## config.mk

```make
export PLATFORM = sky130hd
export DESIGN_NAME = aps_regs
export DESIGN_NICKNAME = d
export VERILOG_FILES = /design/src/inc/aps_pkg.sv /design/src/rtl/aps_regs.sv /design/src/rtl/aps_seg_seq.sv
export SDC_FILE = /design/constraint.sdc
export NUM_CORES = 1
export LEC_CHECK = 0
export BUFFER_PORTS_ARGS = -buffer_cell sky130_fd_sc_hd__buf_2
export CORE_UTILIZATION = 55
export CTS_BUF_LIST = sky130_fd_sc_hd__clkbuf_2 sky130_fd_sc_hd__clkbuf_4 sky130_fd_sc_hd__clkbuf_8
export CTS_CLUSTER_SIZE = 24
export DETAILED_ROUTE_END_ITERATION = 8
export HOLD_SLACK_MARGIN = 0.1
export PLACE_DENSITY = 0.88
export SYNTH_ARGS = -nofsm -noshare
export SYNTH_HDL_FRONTEND = slang
export SYNTH_SLANG_ARGS = --single-unit
export TNS_END_PERCENT = 30
```

## constraint.sdc

```tcl
create_clock -name clk -period 2.1 [get_ports clk]
set_input_delay 0 -clock clk [delete_from_list [all_inputs] [get_ports clk]]
set_output_delay 0 -clock clk [all_outputs]
set_load 0.1 [all_outputs]
```

## src/inc/aps_pkg.sv

```systemverilog
// Constants and types for the arbitrary pulse segment register bank
`default_nettype none

package aps_pkg;

	// ------------------------------------------------------------
	// Register addresses on the host register port
	// ------------------------------------------------------------
	localparam int ADDR_W = 5;
	localparam logic [4:0] SEG_FIVE_ADDR = 5'h0C;
	localparam logic [4:0] SEG_SIX_ADDR = 5'h0D;
	localparam logic [4:0] SEG_SEVEN_ADDR = 5'h0E;
	localparam logic [4:0] SEG_EIGHT_ADDR = 5'h0F;

	// ------------------------------------------------------------
	// Field layout and reset values
	// ------------------------------------------------------------
	localparam int DATA_W = 8;
	localparam int AMP_W = 7;
	localparam int MAG_W = 6;
	localparam int RSVD_BIT = 7;
	localparam int SIGN_BIT = 6;
	localparam int MAG_MSB = 5;
	localparam int MAG_LSB = 0;
	localparam logic [7:0] SEG_REG_RESET = 8'h00;
	localparam logic [7:0] UNMAPPED_READ = 8'h00;
	localparam logic [5:0] MAG_IDLE = 6'h00;

	// ------------------------------------------------------------
	// Segment timing: eight segments per master clock period
	// ------------------------------------------------------------
	localparam int SEG_COUNT = 8;
	localparam int SEG_IDX_W = 3;

	// Gray code along the segment walk, one to eight
	typedef enum logic [2:0] {
		SEG_ONE = 3'h0,
		SEG_TWO = 3'h1,
		SEG_THREE = 3'h3,
		SEG_FOUR = 3'h2,
		SEG_FIVE = 3'h6,
		SEG_SIX = 3'h7,
		SEG_SEVEN = 3'h5,
		SEG_EIGHT = 3'h4
	} aps_seg_t;

	localparam logic [2:0] IDX_ONE = 3'h0;
	localparam logic [2:0] IDX_TWO = 3'h1;
	localparam logic [2:0] IDX_THREE = 3'h2;
	localparam logic [2:0] IDX_FOUR = 3'h3;
	localparam logic [2:0] IDX_FIVE = 3'h4;
	localparam logic [2:0] IDX_SIX = 3'h5;
	localparam logic [2:0] IDX_SEVEN = 3'h6;
	localparam logic [2:0] IDX_EIGHT = 3'h7;

endpackage

`default_nettype wire

```

## src/rtl/aps_regs.sv

```systemverilog
// Arbitrary pulse segment five to seven registers and amplitude selector
`default_nettype none

// Operation
// - Segment amplitudes shape the output only while arbitrary mode is selected.
// - One pulse spans one master clock period, split into eight segments.
// - Amplitude is seven bits in 6..0; bit 7 reserved, writable, resets zero.
// - Amplitude is signed magnitude: bit 6 sign, bits 5..0 magnitude.
// - Address 01100 holds segment five amplitude, read/write, resets zero.
// - Address 01101 holds segment six amplitude, read/write, resets zero.
// - Address 01110 holds segment seven amplitude, read/write, resets zero.
// - Address 01111 supplies segment eight amplitude in the same format.

module aps_regs
	import aps_pkg::*;
(
	input wire logic clk,
	input wire logic rst,
	input wire logic [4:0] reg_addr,
	input wire logic reg_wr,
	input wire logic reg_rd,
	input wire logic [7:0] reg_wdata,
	output logic [7:0] reg_rdata,
	output logic reg_ack,
	input wire logic arb_mode,
	input wire logic period_start,
	input wire logic seg_strobe,
	input wire logic [6:0] seg_one_amp,
	input wire logic [6:0] seg_two_amp,
	input wire logic [6:0] seg_three_amp,
	input wire logic [6:0] seg_four_amp,
	input wire logic [6:0] seg_eight_amp,
	output logic [6:0] seg_five_amp,
	output logic [6:0] seg_six_amp,
	output logic [6:0] seg_seven_amp,
	output logic shape_active,
	output logic shape_sign,
	output logic [5:0] shape_mag,
	output logic [2:0] shape_segment
);

	// ------------------------------------------------------------
	// Helpers
	// ------------------------------------------------------------
	function automatic logic amp_sign(input logic [6:0] amp);
		amp_sign = amp[SIGN_BIT];
	endfunction

	function automatic logic [5:0] amp_mag(input logic [6:0] amp);
		amp_mag = amp[MAG_MSB:MAG_LSB];
	endfunction

	function automatic logic own_addr(input logic [4:0] a);
		own_addr = (a == SEG_FIVE_ADDR) || (a == SEG_SIX_ADDR) ||
			(a == SEG_SEVEN_ADDR);
	endfunction

	// ------------------------------------------------------------
	// Register storage
	// ------------------------------------------------------------
	logic [7:0] five_reg;
	logic [7:0] five_next;
	logic [7:0] six_reg;
	logic [7:0] six_next;
	logic [7:0] seven_reg;
	logic [7:0] seven_next;
	logic [7:0] rdata_reg;
	logic [7:0] rdata_next;
	logic ack_reg;
	logic ack_next;

	// Whole byte is stored; reserved bit 7 reads back what was written
	always_comb begin
		five_next = five_reg;
		six_next = six_reg;
		seven_next = seven_reg;
		if (reg_wr) begin
			case (reg_addr)
				SEG_FIVE_ADDR: five_next = reg_wdata;
				SEG_SIX_ADDR: six_next = reg_wdata;
				SEG_SEVEN_ADDR: seven_next = reg_wdata;
				default: five_next = five_reg;
			endcase
		end
	end

	// Reads answer one cycle later; other addresses belong elsewhere
	always_comb begin
		rdata_next = UNMAPPED_READ;
		ack_next = (reg_wr || reg_rd) && own_addr(reg_addr);
		if (reg_rd) begin
			case (reg_addr)
				SEG_FIVE_ADDR: rdata_next = five_reg;
				SEG_SIX_ADDR: rdata_next = six_reg;
				SEG_SEVEN_ADDR: rdata_next = seven_reg;
				default: rdata_next = UNMAPPED_READ;
			endcase
		end
	end

	always_ff @(posedge clk or posedge rst) begin
		if (rst) begin
			five_reg <= SEG_REG_RESET;
			six_reg <= SEG_REG_RESET;
			seven_reg <= SEG_REG_RESET;
			rdata_reg <= UNMAPPED_READ;
			ack_reg <= 1'b0;
		end else begin
			five_reg <= five_next;
			six_reg <= six_next;
			seven_reg <= seven_next;
			rdata_reg <= rdata_next;
			ack_reg <= ack_next;
		end
	end

	assign reg_rdata = rdata_reg;
	assign reg_ack = ack_reg;
	assign seg_five_amp = five_reg[AMP_W-1:0];
	assign seg_six_amp = six_reg[AMP_W-1:0];
	assign seg_seven_amp = seven_reg[AMP_W-1:0];

	// ------------------------------------------------------------
	// Segment walk
	// ------------------------------------------------------------
	logic [2:0] seg_idx;

	aps_seg_seq u_seq (
		.clk(clk),
		.rst(rst),
		.period_start(period_start),
		.seg_strobe(seg_strobe),
		.seg_idx(seg_idx)
	);

	// ------------------------------------------------------------
	// Amplitude selection
	// ------------------------------------------------------------
	logic [6:0] cur_amp;
	logic act_reg;
	logic act_next;
	logic sign_reg;
	logic sign_next;
	logic [5:0] mag_reg;
	logic [5:0] mag_next;
	logic [2:0] segout_reg;
	logic [2:0] segout_next;

	always_comb begin
		case (seg_idx)
			IDX_ONE: cur_amp = seg_one_amp;
			IDX_TWO: cur_amp = seg_two_amp;
			IDX_THREE: cur_amp = seg_three_amp;
			IDX_FOUR: cur_amp = seg_four_amp;
			IDX_FIVE: cur_amp = five_reg[AMP_W-1:0];
			IDX_SIX: cur_amp = six_reg[AMP_W-1:0];
			IDX_SEVEN: cur_amp = seven_reg[AMP_W-1:0];
			IDX_EIGHT: cur_amp = seg_eight_amp;
			default: cur_amp = seg_one_amp;
		endcase
	end

	// Outside arbitrary mode the shaper sees zero, not stale values
	always_comb begin
		act_next = arb_mode;
		segout_next = seg_idx;
		if (arb_mode) begin
			sign_next = amp_sign(cur_amp);
			mag_next = amp_mag(cur_amp);
		end else begin
			sign_next = 1'b0;
			mag_next = MAG_IDLE;
		end
	end

	always_ff @(posedge clk or posedge rst) begin
		if (rst) begin
			act_reg <= 1'b0;
			sign_reg <= 1'b0;
			mag_reg <= MAG_IDLE;
			segout_reg <= IDX_ONE;
		end else begin
			act_reg <= act_next;
			sign_reg <= sign_next;
			mag_reg <= mag_next;
			segout_reg <= segout_next;
		end
	end

	assign shape_active = act_reg;
	assign shape_sign = sign_reg;
	assign shape_mag = mag_reg;
	assign shape_segment = segout_reg;

endmodule

`default_nettype wire

```

## src/rtl/aps_seg_seq.sv

```systemverilog
// Segment sequencer walking the eight pulse segments of one period
`default_nettype none

module aps_seg_seq
	import aps_pkg::*;
(
	input wire logic clk,
	input wire logic rst,
	input wire logic period_start,
	input wire logic seg_strobe,
	output logic [2:0] seg_idx
);

	// ------------------------------------------------------------
	// Segment state
	// ------------------------------------------------------------
	aps_seg_t seg_reg;
	aps_seg_t seg_next;
	logic [2:0] idx_reg;
	logic [2:0] idx_next;

	function automatic logic [2:0] seg_to_idx(input aps_seg_t s);
		case (s)
			SEG_ONE: seg_to_idx = IDX_ONE;
			SEG_TWO: seg_to_idx = IDX_TWO;
			SEG_THREE: seg_to_idx = IDX_THREE;
			SEG_FOUR: seg_to_idx = IDX_FOUR;
			SEG_FIVE: seg_to_idx = IDX_FIVE;
			SEG_SIX: seg_to_idx = IDX_SIX;
			SEG_SEVEN: seg_to_idx = IDX_SEVEN;
			SEG_EIGHT: seg_to_idx = IDX_EIGHT;
			default: seg_to_idx = IDX_ONE;
		endcase
	endfunction

	// Period start wins so a lost strobe cannot skew the next pulse
	always_comb begin
		seg_next = seg_reg;
		if (period_start) begin
			seg_next = SEG_ONE;
		end else if (seg_strobe) begin
			case (seg_reg)
				SEG_ONE: seg_next = SEG_TWO;
				SEG_TWO: seg_next = SEG_THREE;
				SEG_THREE: seg_next = SEG_FOUR;
				SEG_FOUR: seg_next = SEG_FIVE;
				SEG_FIVE: seg_next = SEG_SIX;
				SEG_SIX: seg_next = SEG_SEVEN;
				SEG_SEVEN: seg_next = SEG_EIGHT;
				SEG_EIGHT: seg_next = SEG_ONE;
				default: seg_next = SEG_ONE;
			endcase
		end
		idx_next = seg_to_idx(seg_next);
	end

	always_ff @(posedge clk or posedge rst) begin
		if (rst) begin
			seg_reg <= SEG_ONE;
			idx_reg <= IDX_ONE;
		end else begin
			seg_reg <= seg_next;
			idx_reg <= idx_next;
		end
	end

	assign seg_idx = idx_reg;

endmodule

`default_nettype wire

```

==> results.json <==
{
  "cap_viol_max_count": 0,
  "clk_pin_slew_ns": 0.08,
  "grt_pass1_wl_um": 10300,
  "crit_chain": "buf_4, and3b_1, a222oi_1, a21oi_1, dlygate4sd3_1",
  "core_um2": 4470,
  "drive_above_1_share": 0.491,
  "hold_slack_ns": 0.108,
  "min_delay_path_depth": 3,
  "failed_checks": "design-rule violations",
  "synth_nets": 279,
  "path_max_fanout": 17,
  "crit_type": "register to register",
  "drt_wl_total_um": 6540,
  "drtIter0Drc": 232,
  "critPathSlowestCell": "dlygate4sd3_1",
  "syn_inst": 224,
  "finalSetupViolCount": 0,
  "hold_path_class": "input port to register",
  "hold_buffers": 24,
  "hold_viol_final": 0,
  "tightest_slew_ns": 0.599,
  "use_met2": 0.446,
  "setup_tns_ns": 0,
  "final_max_slew_viol_count": 0,
  "crit_path_start_kind": "register",
  "fin_crit_sh": 0.962,
  "status": "finished, violations left",
  "synth_top_area_frac": 0.466,
  "drc": 7,
  "first_pass_iters": 9,
  "post_drt_via_cell_ratio": 5.85,
  "io_buffers": 95,
  "multi_input_area_um2": 1140,
  "grt_pass1_vias": 2120,
  "nFillCells": 303,
  "yosysMostFrequentCell": "dfrtp_1",
  "worstSetupEndpointType": "register",
  "die_h_um": 71.2,
  "synthTopCellsByCount": "dfrtp_1 (49), mux2_2 (30), buf_4 (21)",
  "nets": 378,
  "rr_worst_depth": 5,
  "antenna_cells": 0,
  "leakagePower_uw": 0.00166,
  "cpPeakStageDelay_ns": 0.56,
  "irDropWorstVdd_uv": 672,
  "place.detailed.hpwl_um": 4570,
  "cts_buffers": 5,
  "num_vias": 2201,
  "crit_required_ns": 2.28,
  "place_ws_ns": 0.648,
  "ys_ff_latch": 49,
  "floorplan.rows": 24,
  "met3_usage": 0.0527,
  "avgRoutedWirePerCell_um": 17.4,
  "drtAntennaViolNets": 0,
  "cts_resized": 0,
  "die_area_um2": 5070,
  "start_util": 0.589,
  "register_area_um2": 1230,
  "h-tree-depth": 2,
  "clkSinkCount": 49,
  "synthFlopType": "dfrtp_1",
  "clock.fmax_mhz": 495,
  "yosys_warnings": 0,
  "grt_max_degree": 50,
  "grt_remaining_overflow": 0,
  "rsz0062_at_grt": "no",
  "p_per_area_nw_per_um2": 921,
  "final.setup_skew_ns": 0.00869,
  "gp_congestion": 0.801,
  "cts_tree": "done",
  "synth_cell_types": 33,
  "grt_use_total": 0.269,
  "relSlewSlack": 0.601,
  "post_cts_buffers": 0,
  "cp.arrival_ns": 2.20,
  "synth.top_cells.by_area": "dfrtp_1 (47%), mux2_2 (13%), buf_4 (6.0%)",
  "met1_usage": 0.337,
  "finalWorstSetupSlack_ns": 0.0796,
  "synth_area_leader_cell": "dfrtp_1",
  "clock_latency_ns": 0.30,
  "antenna_found_initial": 0,
  "cts_max_path_buffers": 2,
  "die_x_um": 71.2,
  "syn2layout_area_growth_pct": 25.9,
  "avgSynthCellArea_um2": 11.8,
  "grt.busiest_layer": "met2",
  "synth-seq-area-share": 0.466,
  "min_period_ns": 2.02,
  "cts-root-buf": "clkbuf_8",
  "synth.cell_area_um2": 2630,
  "async_reset_ff_frac": 1.00,
  "synth_edf_count": 0,
  "num_io_pins": 96
}
-- critical path, delay by kind of cell (launching register included) --
family	cells	cell delay, ns
buffers and inverters	2	0.78
DFF	1	0.36
and+or+nand+nor	1	0.29
AOI/OAI and AO/OA	2	0.46
-- path summary, 6_finish.rpt --
kind / start / to / slack (ns)
worst min-delay path: reg_addr[1] / reg_ack / 0.11
max in group asynchronous: rst / shape_segment[2] / 1.30
min in group asynchronous: rst / shape_mag[2] / 0.40
worst min register to register: five_reg[7] / five_reg[7] / 0.52
worst max-delay path: u_seq.seg_idx[1] / shape_mag[0] / 0.08
worst max register to register: u_seq.seg_idx[1] / shape_mag[0] / 0.08
-- cell usage in the layout, fill, tap and decap left out, drive strengths merged, types with 4 or more instances in the layout --
cell type      n
o211ai         7
a21oi          8
buf          104
a31oi          6
o21ai          7
nand3         13
mux2i          4
nand3b         6
a21bo          7
dfrtp         49
mux2          38
nand2b         8
a222oi         7
clkbuf         6
dlygate4sd3   24
nor2           5
-- metal layers --
layer | vias to the layer above | routed length, µm
met2 | 116 | 3220
met5 | - | 0
li1 | 1003 | -
met1 | 1060 | 2660
met4 | 0 | 249
met3 | 22 | 412
-- through the flow --
step	std cells	instance area (µm²)	power, µW	utilization
6_report	376	3320	3060	0.741
5_1_grt	376	3320	3190	0.741
4_1_cts	376	3320	3060	0.741
3_5_place_dp	344	2990	2490	0.668
3_3_place_gp	344	2990	2470	0.668
2_1_floorplan	224	2630	2350	-
-- report_power, final --
part	switching (µW)	internal [µW]
Sequential	124	1070
Clock	292	244
Combinational	1000	329
Total	1420	1640
-- layout make-up --
class,count,share of cell area
clock inverters,2,0.00302
clock buffers,6,0.0230
inverters,3,0.00339
repair buffers,128,0.236
well taps,52,0.0196
flip-flops and latches,49,0.370
multi-input cells,136,0.345
-- logic make-up after synthesis --
| family | Yosys count | synth area share |
|---|---|---|
| compound gates | 47 | 0.133 |
| xor+xnor | 3 | 0.00998 |
| buf+inv | 39 | 0.0998 |
| flops | 49 | 0.466 |
| mux | 42 | 0.189 |
| simple gates | 44 | 0.102 |
(Power assumes the default switching activity.)
